===== src/pmir_pkg.sv =====
// Purpose: shared constants and types of the power monitor register bank
// Assumes: clk_sys at 50 MHz
// Notes: pointer is three bits wide, so register offsets are three bits
package pmir_pkg;

   // register offsets
   localparam logic [2:0] REG_SENSE_HI = 3'h0;
   localparam logic [2:0] REG_SENSE_LO = 3'h1;
   localparam logic [2:0] REG_SUPPLY_HI = 3'h2;
   localparam logic [2:0] REG_SUPPLY_LO = 3'h3;
   localparam logic [2:0] REG_AUX_HI = 3'h4;
   localparam logic [2:0] REG_AUX_LO = 3'h5;
   localparam logic [2:0] REG_CTRL = 3'h6;
   localparam logic [2:0] REG_SPARE = 3'h7;

   // low result byte: nibble, busy flag, reserved zeros
   localparam int BUSY_BIT = 3;
   localparam logic [2:0] LOW_RESERVED = 3'h0;

   // operating settings reset value and writable bits
   localparam logic [7:0] CTRL_RESET = 8'h0c;
   localparam logic [7:0] CTRL_WR_MASK = 8'hfc;

   // snapshot channel codes
   localparam logic [1:0] CH_SENSE = 2'h0;
   localparam logic [1:0] CH_SUPPLY = 2'h1;
   localparam logic [1:0] CH_AUX = 2'h2;

   // bus addresses
   localparam logic [6:0] DEV_ADDR_DEFAULT = 7'h67;
   localparam logic [6:0] MASS_WRITE_ADDR = 7'h66;

   // stuck-bus timing
   localparam int unsigned CLK_HZ = 50_000_000;
   localparam int unsigned STUCK_TIME_MS = 33;
   localparam int unsigned STUCK_CYCLES = STUCK_TIME_MS * (CLK_HZ / 1000);

   typedef struct packed {
      logic snapshotEnableBit;
      logic channelSelectHigh;
      logic channelSelectLow;
      logic testModeBit;
      logic pageAccessEnableBit;
      logic stuckBusTimerEnableBit;
      logic [1:0] reserved;
   } pmir_ctrl_type;

   typedef struct packed {
      logic done;
      logic [1:0] channel;
      logic [11:0] data;
   } pmir_conv_type;

endpackage : pmir_pkg


===== src/pmir_channel.sv =====
// Purpose: one converter result register pair with its snapshot busy flag
// Assumes: convIn.done is a one-cycle pulse from the converter
// Notes: busy set by an arming write wins over a clear in the same cycle
`timescale 1ns/10ps
`default_nettype none
module pmir_channel
#(
   parameter logic [1:0] CHANNEL = pmir_pkg::CH_SENSE
)
(
   input wire logic clk_sys,
   input wire logic rst_n,
   input wire logic ce,
   input wire pmir_pkg::pmir_conv_type convIn,
   input wire logic convAllowed,
   input wire logic armPulse,
   input wire logic writeHigh,
   input wire logic writeLow,
   input wire logic [7:0] writeData,
   output logic [7:0] byteHigh,
   output logic [7:0] byteLow,
   output logic busy
);

   logic [11:0] data_reg;
   logic [11:0] data_next;
   logic busy_reg;
   logic busy_next;
   wire logic doneHere;

   assign doneHere = convIn.done & convAllowed & (convIn.channel == CHANNEL);

   always_comb
   begin
      data_next = data_reg;
      if (doneHere)
      begin
         data_next = convIn.data;
      end
      else
      begin
         if (writeHigh)
         begin
            data_next[11:4] = writeData;
         end
         if (writeLow)
         begin
            data_next[3:0] = writeData[7:4];
         end
      end
   end

   // busy follows the arming write and the conversion, never the written byte
   assign busy_next = armPulse | (busy_reg & ~doneHere);

   always_ff @(posedge clk_sys or negedge rst_n)
   begin
      if (!rst_n)
      begin
         data_reg <= 12'h000;
         busy_reg <= 1'b0;
      end
      else if (ce)
      begin
         data_reg <= data_next;
         busy_reg <= busy_next;
      end
   end

   assign byteHigh = data_reg[11:4];
   assign byteLow = {data_reg[3:0], busy_reg, pmir_pkg::LOW_RESERVED};
   assign busy = busy_reg;

endmodule : pmir_channel
`default_nettype wire


===== src/pmir_top.sv =====
// Purpose: i2c slave register bank of a high-side power monitor
// Assumes: sclIn and sdaIn are synchronous to clk_sys
// Notes: sda is open drain; sdaOe high pulls the line low
`timescale 1ns/10ps
`default_nettype none
module pmir_top
#(
   parameter logic [6:0] DEV_ADDR = pmir_pkg::DEV_ADDR_DEFAULT,
   parameter int unsigned STUCK_CYCLES = pmir_pkg::STUCK_CYCLES
)
(
   input wire logic clk_sys,
   input wire logic rst_n,
   input wire logic ce,
   input wire logic sclIn,
   input wire logic sdaIn,
   output logic sdaOut,
   output logic sdaOe,
   input wire pmir_pkg::pmir_conv_type convIn,
   output logic adcRun,
   output logic adcSnapshot,
   output logic [1:0] adcChannel
);

   localparam int STUCK_W = $clog2(STUCK_CYCLES + 1);

   if (STUCK_CYCLES < 2)
   begin : g_bad_stuck
      $error("STUCK_CYCLES must be at least 2");
   end

   typedef enum logic [3:0] {
      ST_IDLE,
      ST_ADDR,
      ST_ADDR_ACK,
      ST_CMD,
      ST_CMD_ACK,
      ST_WRITE,
      ST_WRITE_ACK,
      ST_READ,
      ST_READ_ACK
   } pmir_state_type;

   pmir_state_type state_reg;
   pmir_state_type state_next;
   logic [3:0] bitCnt_reg;
   logic [3:0] bitCnt_next;
   logic [7:0] shift_reg;
   logic [7:0] shift_next;
   logic [2:0] pointer_reg;
   logic [2:0] pointer_next;
   logic readMode_reg;
   logic readMode_next;
   logic masterAck_reg;
   logic masterAck_next;
   logic sdaOe_reg;
   logic sdaOe_next;
   logic sclPrev_reg;
   logic sdaPrev_reg;
   logic [STUCK_W-1:0] stuckCnt_reg;
   logic [STUCK_W-1:0] stuckCnt_next;
   pmir_pkg::pmir_ctrl_type ctrl_reg;
   pmir_pkg::pmir_ctrl_type ctrlWrite;
   logic adcRun_reg;
   logic adcSnapshot_reg;
   logic [1:0] adcChannel_reg;

   // bus condition decode
   wire logic sclRise;
   wire logic sclFall;
   wire logic startCond;
   wire logic stopCond;
   wire logic busLow;
   wire logic stuckExpire;
   wire logic stuckFull;
   wire logic byteDone;
   wire logic addrHit;
   wire logic stepEnable;
   wire logic [2:0] pointerStep;

   assign sclRise = sclIn & ~sclPrev_reg;
   assign sclFall = ~sclIn & sclPrev_reg;
   assign startCond = sclIn & sclPrev_reg & sdaPrev_reg & ~sdaIn;
   assign stopCond = sclIn & sclPrev_reg & ~sdaPrev_reg & sdaIn;
   assign byteDone = sclFall & (bitCnt_reg == 4'h8);

   // general address answers both ways; mass address takes writes only
   assign addrHit = (shift_reg[7:1] == DEV_ADDR)
      | ((shift_reg[7:1] == pmir_pkg::MASS_WRITE_ADDR) & ~shift_reg[0]);

   // without page access the pointer stays on the addressed register
   assign stepEnable = ctrl_reg.pageAccessEnableBit;
   assign pointerStep = stepEnable ? pointer_reg + 3'h1 : pointer_reg;

   // stuck-bus timer: either line low runs it, both high clears it
   assign busLow = ~sclIn | ~sdaIn;
   assign stuckFull = (stuckCnt_reg == STUCK_W'(STUCK_CYCLES));
   assign stuckExpire = ctrl_reg.stuckBusTimerEnableBit & busLow
      & (stuckCnt_reg == STUCK_W'(STUCK_CYCLES - 1));
   assign stuckCnt_next = (busLow & ctrl_reg.stuckBusTimerEnableBit)
      ? (stuckFull ? stuckCnt_reg : stuckCnt_reg + STUCK_W'(1))
      : '0;

   // register write decode
   wire logic regWrite;
   wire logic resultWritable;
   wire logic [7:0] writeHit;
   wire logic ctrlWriteHit;
   wire logic snapArm;
   wire logic [1:0] armChannel;

   assign regWrite = (state_reg == ST_WRITE) & byteDone;
   assign writeHit = regWrite ? (8'h01 << pointer_reg) : 8'h00;
   assign resultWritable = ctrl_reg.testModeBit;
   assign ctrlWriteHit = writeHit[pmir_pkg::REG_CTRL];
   assign ctrlWrite = pmir_pkg::pmir_ctrl_type'(shift_reg & pmir_pkg::CTRL_WR_MASK);
   assign armChannel = {ctrlWrite.channelSelectHigh, ctrlWrite.channelSelectLow};
   assign snapArm = ctrlWriteHit & ctrlWrite.snapshotEnableBit;

   // converter results, one pair per channel
   wire logic convAllowed;
   wire logic [7:0] senseHigh;
   wire logic [7:0] senseLow;
   wire logic [7:0] supplyHigh;
   wire logic [7:0] supplyLow;
   wire logic [7:0] auxHigh;
   wire logic [7:0] auxLow;
   wire logic senseBusy;
   wire logic supplyBusyFlag;
   wire logic auxBusyFlag;
   wire logic anyBusy;

   assign convAllowed = ~ctrl_reg.testModeBit;

   pmir_channel #(
      .CHANNEL(pmir_pkg::CH_SENSE)
   ) u_sense (
      .clk_sys(clk_sys),
      .rst_n(rst_n),
      .ce(ce),
      .convIn(convIn),
      .convAllowed(convAllowed),
      .armPulse(snapArm & (armChannel == pmir_pkg::CH_SENSE)),
      .writeHigh(writeHit[pmir_pkg::REG_SENSE_HI] & resultWritable),
      .writeLow(writeHit[pmir_pkg::REG_SENSE_LO] & resultWritable),
      .writeData(shift_reg),
      .byteHigh(senseHigh),
      .byteLow(senseLow),
      .busy(senseBusy)
   );

   pmir_channel #(
      .CHANNEL(pmir_pkg::CH_SUPPLY)
   ) u_supply (
      .clk_sys(clk_sys),
      .rst_n(rst_n),
      .ce(ce),
      .convIn(convIn),
      .convAllowed(convAllowed),
      .armPulse(snapArm & (armChannel == pmir_pkg::CH_SUPPLY)),
      .writeHigh(writeHit[pmir_pkg::REG_SUPPLY_HI] & resultWritable),
      .writeLow(writeHit[pmir_pkg::REG_SUPPLY_LO] & resultWritable),
      .writeData(shift_reg),
      .byteHigh(supplyHigh),
      .byteLow(supplyLow),
      .busy(supplyBusyFlag)
   );

   pmir_channel #(
      .CHANNEL(pmir_pkg::CH_AUX)
   ) u_aux (
      .clk_sys(clk_sys),
      .rst_n(rst_n),
      .ce(ce),
      .convIn(convIn),
      .convAllowed(convAllowed),
      .armPulse(snapArm & (armChannel == pmir_pkg::CH_AUX)),
      .writeHigh(writeHit[pmir_pkg::REG_AUX_HI] & resultWritable),
      .writeLow(writeHit[pmir_pkg::REG_AUX_LO] & resultWritable),
      .writeData(shift_reg),
      .byteHigh(auxHigh),
      .byteLow(auxLow),
      .busy(auxBusyFlag)
   );

   assign anyBusy = senseBusy | supplyBusyFlag | auxBusyFlag;

   // read selection by pointer
   wire logic [7:0] regFile [8];
   wire logic [7:0] readByte;

   assign regFile[pmir_pkg::REG_SENSE_HI] = senseHigh;
   assign regFile[pmir_pkg::REG_SENSE_LO] = senseLow;
   assign regFile[pmir_pkg::REG_SUPPLY_HI] = supplyHigh;
   assign regFile[pmir_pkg::REG_SUPPLY_LO] = supplyLow;
   assign regFile[pmir_pkg::REG_AUX_HI] = auxHigh;
   assign regFile[pmir_pkg::REG_AUX_LO] = auxLow;
   assign regFile[pmir_pkg::REG_CTRL] = ctrl_reg;
   assign regFile[pmir_pkg::REG_SPARE] = 8'h00;
   assign readByte = regFile[pointer_reg];

   // bus sequencing
   always_comb
   begin
      state_next = state_reg;
      bitCnt_next = bitCnt_reg;
      shift_next = shift_reg;
      pointer_next = pointer_reg;
      readMode_next = readMode_reg;
      masterAck_next = masterAck_reg;
      sdaOe_next = sdaOe_reg;
      if (stuckExpire)
      begin
         state_next = ST_IDLE;
         sdaOe_next = 1'b0;
         pointer_next = 3'h0;
      end
      else if (stopCond)
      begin
         state_next = ST_IDLE;
         sdaOe_next = 1'b0;
         pointer_next = 3'h0;
      end
      else if (startCond)
      begin
         state_next = ST_ADDR;
         bitCnt_next = 4'h0;
         sdaOe_next = 1'b0;
      end
      else
      begin
         unique case (state_reg)
            ST_IDLE:
            begin
            end
            ST_ADDR, ST_CMD, ST_WRITE:
            begin
               if (sclRise)
               begin
                  shift_next = {shift_reg[6:0], sdaIn};
                  bitCnt_next = bitCnt_reg + 4'h1;
               end
               else if (byteDone)
               begin
                  bitCnt_next = 4'h0;
                  sdaOe_next = 1'b1;
                  if (state_reg == ST_ADDR)
                  begin
                     readMode_next = shift_reg[0];
                     state_next = addrHit ? ST_ADDR_ACK : ST_IDLE;
                     sdaOe_next = addrHit;
                  end
                  else if (state_reg == ST_CMD)
                  begin
                     pointer_next = shift_reg[2:0];
                     state_next = ST_CMD_ACK;
                  end
                  else
                  begin
                     state_next = ST_WRITE_ACK;
                  end
               end
            end
            ST_ADDR_ACK:
            begin
               if (sclFall)
               begin
                  if (readMode_reg)
                  begin
                     shift_next = readByte;
                     sdaOe_next = ~readByte[7];
                     bitCnt_next = 4'h1;
                     state_next = ST_READ;
                  end
                  else
                  begin
                     sdaOe_next = 1'b0;
                     state_next = ST_CMD;
                  end
               end
            end
            ST_CMD_ACK:
            begin
               if (sclFall)
               begin
                  sdaOe_next = 1'b0;
                  state_next = ST_WRITE;
               end
            end
            ST_WRITE_ACK:
            begin
               if (sclFall)
               begin
                  sdaOe_next = 1'b0;
                  pointer_next = pointerStep;
                  state_next = ST_WRITE;
               end
            end
            ST_READ:
            begin
               if (byteDone)
               begin
                  sdaOe_next = 1'b0;
                  state_next = ST_READ_ACK;
               end
               else if (sclFall)
               begin
                  shift_next = {shift_reg[6:0], 1'b0};
                  sdaOe_next = ~shift_reg[6];
                  bitCnt_next = bitCnt_reg + 4'h1;
               end
            end
            ST_READ_ACK:
            begin
               if (sclRise)
               begin
                  masterAck_next = ~sdaIn;
                  if (~sdaIn)
                  begin
                     pointer_next = pointerStep;
                  end
               end
               else if (sclFall)
               begin
                  if (masterAck_reg)
                  begin
                     shift_next = readByte;
                     sdaOe_next = ~readByte[7];
                     bitCnt_next = 4'h1;
                     state_next = ST_READ;
                  end
                  else
                  begin
                     state_next = ST_IDLE;
                  end
               end
            end
         endcase
      end
   end

   always_ff @(posedge clk_sys or negedge rst_n)
   begin
      if (!rst_n)
      begin
         state_reg <= ST_IDLE;
         bitCnt_reg <= 4'h0;
         shift_reg <= 8'h00;
         pointer_reg <= 3'h0;
         readMode_reg <= 1'b0;
         masterAck_reg <= 1'b0;
         sdaOe_reg <= 1'b0;
      end
      else if (ce)
      begin
         state_reg <= state_next;
         bitCnt_reg <= bitCnt_next;
         shift_reg <= shift_next;
         pointer_reg <= pointer_next;
         readMode_reg <= readMode_next;
         masterAck_reg <= masterAck_next;
         sdaOe_reg <= sdaOe_next;
      end
   end

   always_ff @(posedge clk_sys or negedge rst_n)
   begin
      if (!rst_n)
      begin
         sclPrev_reg <= 1'b1;
         sdaPrev_reg <= 1'b1;
         stuckCnt_reg <= '0;
         ctrl_reg <= pmir_pkg::CTRL_RESET;
      end
      else if (ce)
      begin
         sclPrev_reg <= sclIn;
         sdaPrev_reg <= sdaIn;
         stuckCnt_reg <= stuckCnt_next;
         if (ctrlWriteHit)
         begin
            ctrl_reg <= ctrlWrite;
         end
      end
   end

   // converter steering
   always_ff @(posedge clk_sys or negedge rst_n)
   begin
      if (!rst_n)
      begin
         adcRun_reg <= 1'b0;
         adcSnapshot_reg <= 1'b0;
         adcChannel_reg <= pmir_pkg::CH_SENSE;
      end
      else if (ce)
      begin
         adcRun_reg <= ~ctrl_reg.testModeBit
            & (~ctrl_reg.snapshotEnableBit | anyBusy);
         adcSnapshot_reg <= ctrl_reg.snapshotEnableBit;
         adcChannel_reg <= {ctrl_reg.channelSelectHigh, ctrl_reg.channelSelectLow};
      end
   end

   assign sdaOut = 1'b0;
   assign sdaOe = sdaOe_reg;
   assign adcRun = adcRun_reg;
   assign adcSnapshot = adcSnapshot_reg;
   assign adcChannel = adcChannel_reg;

endmodule : pmir_top
`default_nettype wire


===== config.mk =====
export PLATFORM = sky130hd
export DESIGN_NAME = pmir_top
export DESIGN_NICKNAME = d
export VERILOG_FILES = /design/src/pmir_pkg.sv /design/src/pmir_channel.sv /design/src/pmir_top.sv
export SDC_FILE = /design/constraint.sdc
export NUM_CORES = 1
export LEC_CHECK = 0
export BUFFER_PORTS_ARGS = -buffer_cell sky130_fd_sc_hd__buf_2
export CAP_MARGIN = 20
export CORE_MARGIN = 5
export CORE_UTILIZATION = 30
export DETAILED_ROUTE_END_ITERATION = 10
export MAX_ROUTING_LAYER = met4
export PLACE_DENSITY_LB_ADDON = 0.25
export SLEW_MARGIN = 20
export SYNTH_ARGS = -nofsm -noshare
export SYNTH_HDL_FRONTEND = slang
export SYNTH_HIERARCHICAL = 1
export SYNTH_SLANG_ARGS = --single-unit

===== constraint.sdc =====
create_clock -name clk_sys -period 3.2 [get_ports clk_sys]
set_input_delay 0.32 -clock clk_sys [delete_from_list [all_inputs] [get_ports clk_sys]]
set_output_delay 0.32 -clock clk_sys [all_outputs]
set_load 0.005 [all_outputs]

Word level (Yosys, flattened, before mapping):

Index checks and enable logic that the tools add are counted.

* $add $sub $neg: 3
* $lt $le $gt $ge: 1
* equal/unequal tests: 51
* shift operators: 1
* mux-type cells: 78
* bitwise gates (word level): 55
* reduce and logical (&&, ||, !) cells: 29

Operators by type and width (number)
* 2-to-1 mux 8 bit: 13
* 2-to-1 mux 4 bit: 23
* equality test 21 bit (second input constant): 2
* 2-to-1 mux 21 bit: 2
* 2-to-1 mux 3 bit: 14
* 2-to-1 mux 12 bit: 3
* inequality test 5 bit (second input constant): 7
* inequality test 4 bit (second input constant): 8
* one-hot mux 8 bit (4 select lines): 1
* AND 1 bit: 30
* binary-select mux 8 bit (select 3 bit): 1
* adder 21 x 1 -> 21 bit (second input constant): 1
* inequality test 3 bit (second input constant): 7
* one-hot mux 4 bit (5 select lines): 1
* AND reduction 10 bit: 2
* inequality test 2 bit (second input constant): 9
* equality test 4 x 3 -> 1 bit (second input constant): 4
* NOT 1 bit: 16
* one-hot mux 4 bit (4 select lines): 1
* AND reduction 2 bit: 8
* equality test 7 bit (second input constant): 2
* 2-to-1 mux 1 bit: 14
* AND reduction 13 bit: 1
* AND reduction 12 bit: 1
* 28 further kinds: 47

* register bits after elaboration: 94
* output and inout bits: 6
* word-level logic and storage cells: 246

Longest topological paths before layout:

* depth in word-level cells: 12
* gate-level depth with buffers: 12
* mapped depth without buffers: 10

By module:

The synthesis kept the hierarchy.

By module, submodules not included
* pmir_top: instances 1, cells an instance 437, area an instance 3968.8 um^2
* pmir_channel at u_aux ...: instances 2, cells an instance 90, area an instance 852.1 um^2
* pmir_channel at u_sense: instances 1, cells an instance 90, area an instance 798.3 um^2

Worst setup path before layout:

OpenSTA, ideal clock, no wires.

* path type: register -> register
* start: reg sclPrev_reg
* end: reg u_sense.data_reg[10]
* setup time: 0.090 ns
* data arrival time: 2.325 ns
* required time: 3.110 ns
* slack: 0.785 ns
* cell stages (with the launch flop): 12
* path buffers: 3
* period minus slack after synthesis: 2.415 ns
* path through: dfstp_2 > buf_2 > nor2b_1 > buf_2 > nand2_1 > or3_1 > nor2_1 > and2_1 > and2_1 > clkbuf_1 > nand3_1 > o2111ai_1

* longest elaborated chain between the ends: 7

Ends and longest elaborated chain
* start: declaration: line pmir_top.sv:58 `logic sclPrev_reg;`
* start signal: assignment: line pmir_top.sv:377 `sclPrev_reg <= sclIn;`
* AND 1 bit: line pmir_top.sv:82 `assign sclFall = ~sclIn & sclPrev_reg;`
* AND 1 bit: line pmir_top.sv:85 `assign byteDone = sclFall & (bitCnt_reg == 4'h8);`
* AND 1 bit: line pmir_top.sv:112 `assign regWrite = (state_reg == ST_WRITE) & byteDone;`
* 2-to-1 mux 7 bit: line pmir_top.sv:113 `assign writeHit = regWrite ? (8'h01 << pointer_reg) : 8'h00;`
* AND 1 bit: line pmir_top.sv:144 `.writeHigh(writeHit[pmir_pkg::REG_SENSE_HI] & resultWritable),`
* nonzero test 2 bit (no source line)
* AND reduction 2 bit (no source line)
* end signal: assignment: line pmir_channel.sv:65 `data_reg <= data_next;`
* end: declaration: line pmir_channel.sv:25 `logic [11:0] data_reg;`

No other way between the ends.
A chain may end at the register's enable or synchronous reset.

Final worst setup path:

* start: reg bitCnt_reg[0]
* end: reg u_supply.data_reg[4]

* longest elaborated chain between the ends: 7

Ends and longest elaborated chain
* start: declaration: line pmir_top.sv:46 `logic [3:0] bitCnt_reg;`
* start signal: assignment: line pmir_top.sv:357 `bitCnt_reg <= bitCnt_next;`
* equality test 4 bit: line pmir_top.sv:85
* AND 1 bit: line pmir_top.sv:85
* AND 1 bit: line pmir_top.sv:112
* 2-to-1 mux 7 bit: line pmir_top.sv:113
* AND 1 bit: line pmir_top.sv:161 `.writeHigh(writeHit[pmir_pkg::REG_SUPPLY_HI] & resultWritable),`
* nonzero test 2 bit (no source line)
* AND reduction 2 bit (no source line)
* end signal: assignment: line pmir_channel.sv:65
* end: declaration: line pmir_channel.sv:25

No other way between the ends.

==> impl_results.md <==
- Global placer's final weighted congestion: 0.866
- Area of the multi-input gates: 0.00353 sq mm
- H-tree level count: 3
- Post-cts sizing count: 0
- Total Power: 3.89 mW
- Flip-flop cell with the highest count after synthesis: sky130_fd_sc_hd__dfrtp_1
- Worst Setup Start Kind: flip-flop
- Final core utilization: between 30% and 40%
- Family with the most delay on the worst path: simple AND/OR/NAND/NOR gates
- I/O Buffers: 24
- Warning count from the yosys run: 6
- Number of buffers added by the clock tree synthesis step: 9
- Min-Delay Path Class: in2reg
- Bufs on Longest Clock Path: 2
- Fin Setup TNS: 0 ps
- CTS tree: done
- Crit path max fanout: 9
- Distinct cell type count after synthesis: between 70 and 80
- Number of flops mapped to enable cells by yosys: 0
- Library cell with the largest summed area after synthesis: sky130_fd_sc_hd__dfrtp_1
- DRC errors left: 0
- Number of register bits inferred by synthesis: 94
- Worst-case clock skew: 7.61 ps
- Share of layout cells above drive strength 1: 16.3%
- Actual slew at the worst max-slew pin: between 900 and 1000 ps
- FP Rows: 53
- Clock root buffer: sky130_fd_sc_hd__clkbuf_16
- Clk slew on worst S/H paths: 70 ps
- Die X-Extent: 157 um
- Area of the mapped netlist: around 0.0065 sq mm
- First-pass GRT wire length: 29.9 mm
- Count of vias placed by the detailed router: 5482
- Area fraction of the dominant cell type after synthesis: 34.8%
- Total number of nets in the final design: about 730
- Max-slew violation total from the final report: 0
- Area occupied by registers: 0.00236 sq mm
- Fraction of registers with async set or reset after synthesis: 100%
- Number of max-capacitance violations reported: 0
- Cells after synthesis: 707
- Final Setup Violations: 0
- Clk Latency, worst-skew pair: ~360 ps
- TritonCTS sink count: 94
- Worst-case vdd ir drop: around 0.00027 V
- Critical path required time: 3470 ps
- Number of buffer and inverter instances along the worst setup path: 1
- Avg WL per Cell: 18.6 um
- Result of the run: complete, no violations
- Setup Fix Bufs, Post-CTS: 0
- Post-CTS Hold Fix Bufs: 1
- Total GRT Usage: 15.8%
- First-pass iteration count of the detailed router: 6
- Power density normalized to cell area: 557 mW/mm^2
- Initial antenna violation count: 0
- Setup repair after global routing missed its margin: false
- Antenna diodes: 0
- Min Clock Period, post-route: 2710 ps
- Library cell contributing the largest single delay on the critical path: sky130_fd_sc_hd__or3_1
- Number of global-route vias before repair: 5241
- Ratio of routed vias to standard cells: between 5 and 6
- PnR worst setup slack: 490 ps
- Crit path kind: reg2reg
- Cell breakdown of the critical path: inv_1 -> ha_1 -> and3b_1 -> nand2_1 -> or3_1 -> nor2_1 -> and2_1 -> and2_1 -> nand3_1 -> o2111ai_1
- Core area: between 0.02 and 0.025 sq mm
- Area enclosed by the die boundary: 0.0246 sq mm
- Max stage delay on crit path: 460 ps
- Headroom to the max-slew limit: 35.7%
- Remaining number of nets flagged by the antenna check after routing: 0
- Routed WL: 18.3 mm
- Avg Inst Size Synth: 9.15 sq um
- Crit path capture type: flip-flop
- Max Clock Freq: 369 MHz
- # IOs: 26
- Starting DRT DRC Count: 355
- Grt total ovfl: 0
- Maximum number of pins on one net before global-route repair: 86
- Max reg flops: 21
- Most instantiated library cell after synthesis: sky130_fd_sc_hd__dfrtp_1
- Fill count: 2207
- Synthesis-to-finish area growth: 7.93%
- Setup slack at placement: 532 ps
- Sequential area share after synthesis: 36.4%
- Most common library cells after synthesis: sky130_fd_sc_hd__dfrtp_1, sky130_fd_sc_hd__nand3_1, sky130_fd_sc_hd__inv_1
- Top cells by area, synth: sky130_fd_sc_hd__dfrtp_1, sky130_fd_sc_hd__nand3_1, sky130_fd_sc_hd__o2111ai_1, sky130_fd_sc_hd__mux2_2, sky130_fd_sc_hd__or3_1
- Number of failing hold endpoints at the final stage: 0
- Estimated wirelength of the detail-placed design: 12.7 mm
- Initial core utilization: 30.6%
- Critical Path AT: just under 3000 ps
- Leakage component of the power: roughly 2.9 nW
- Die Y-Extent: roughly 160 um
- Period utilization: 84.7%
- Most common cell type on the critical path: sky130_fd_sc_hd__and2_1
layer usage:
metal / share of wire (%) / wire length, um / global-route usage, %
met1: 49 / 8920 / 22.5
met2: 44 / 8130 / 22.9
met3: 5.5 / 1010 / 2.88
met4: 1.4 / 252 / 4.21
met5: 0 / 0 / -
layout by cell type, fill, tap and decap left out, types with 13 or more instances in the layout:
cell type and instances:
sky130_fd_sc_hd__nand3_1 69, sky130_fd_sc_hd__nand4_1 14, sky130_fd_sc_hd__nor2_1 32, sky130_fd_sc_hd__o2111ai_1 37
sky130_fd_sc_hd__o21ai_0 42, sky130_fd_sc_hd__nand2_1 45, sky130_fd_sc_hd__a21oi_1 18, sky130_fd_sc_hd__or3_1 36
sky130_fd_sc_hd__and2_1 13, sky130_fd_sc_hd__mux2_2 20, sky130_fd_sc_hd__inv_1 54, sky130_fd_sc_hd__dfrtp_1 90
sky130_fd_sc_hd__buf_2 22, sky130_fd_sc_hd__buf_4 13
power breakdown:
| group | internal, mW | switching (mW) | leakage, nW | total [mW] |
|---|---|---|---|---|
| Combinational | 0.515 | 0.676 | 1.63 | 1.19 |
| Clock | 0.543 | 0.531 | 0.137 | 1.07 |
| Sequential | 1.32 | 0.301 | 1.11 | 1.62 |
| Total | 2.38 | 1.51 | 2.88 | 3.89 |
worst reg2reg max path, delay by kind of cell, from the launching register on:
kind | cells | cell delay, ps
buf+inv | 1 | 80
simple gates | 7 | 1870
compound gates | 1 | 110
fa+ha+maj | 1 | 130
flops | 1 | 420
kinds of logic (layout without fill, tap and decap cells):
family                     Yosys count  after routing  share of synthesized area, %
other                                4             10                         0.232
muxes                               37             37                          7.66
adders and majority gates            9              9                          1.74
xor gates and xnor gates            12             12                          1.62
AOI/OAI and AO/OA                  149            149                          16.6
DFF                                 94             94                          36.4
buffers and inverters              113            110                          9.38
and+or+nand+nor                    289            289                          26.4
cell type report:
class | instances | area share, %
Inverter | 56 | 3.01
Timing Repair Buffer | 38 | 3.69
Tap cell | 275 | 4.93
Sequential cell | 94 | 33.8
Clock buffer | 10 | 3.28
Clock inverter | 6 | 0.806
Multi-Input combinational cell | 506 | 50.5
metrics by stage:
stage,hold WS (ps),std cells,cell area [sq um]
2_1_floorplan,24.4,713,6490
3_3_place_gp,387,968,6690
3_5_place_dp,389,968,6690
4_1_cts,249,985,6980
5_1_grt,270,985,6980
6_report,263,985,6980
path summary, 6_finish.rpt:
check	from	endpoint	slack, ps	cells after the start
setup / recovery	bitCnt_reg[0]	u_supply/data_reg[4]	490	10
hold / removal	convIn[0]	u_supply/data_reg[0]	260	3
setup reg to reg	bitCnt_reg[0]	u_supply/data_reg[4]	490	10
hold reg to reg	adcRun	adcRun	480	1
max in group asynchronous	rst_n	stepEnable	1950	3
min in group asynchronous	rst_n	stuckCnt_reg[1]	510	2
Note: power is estimated with default switching activity, not from simulation.
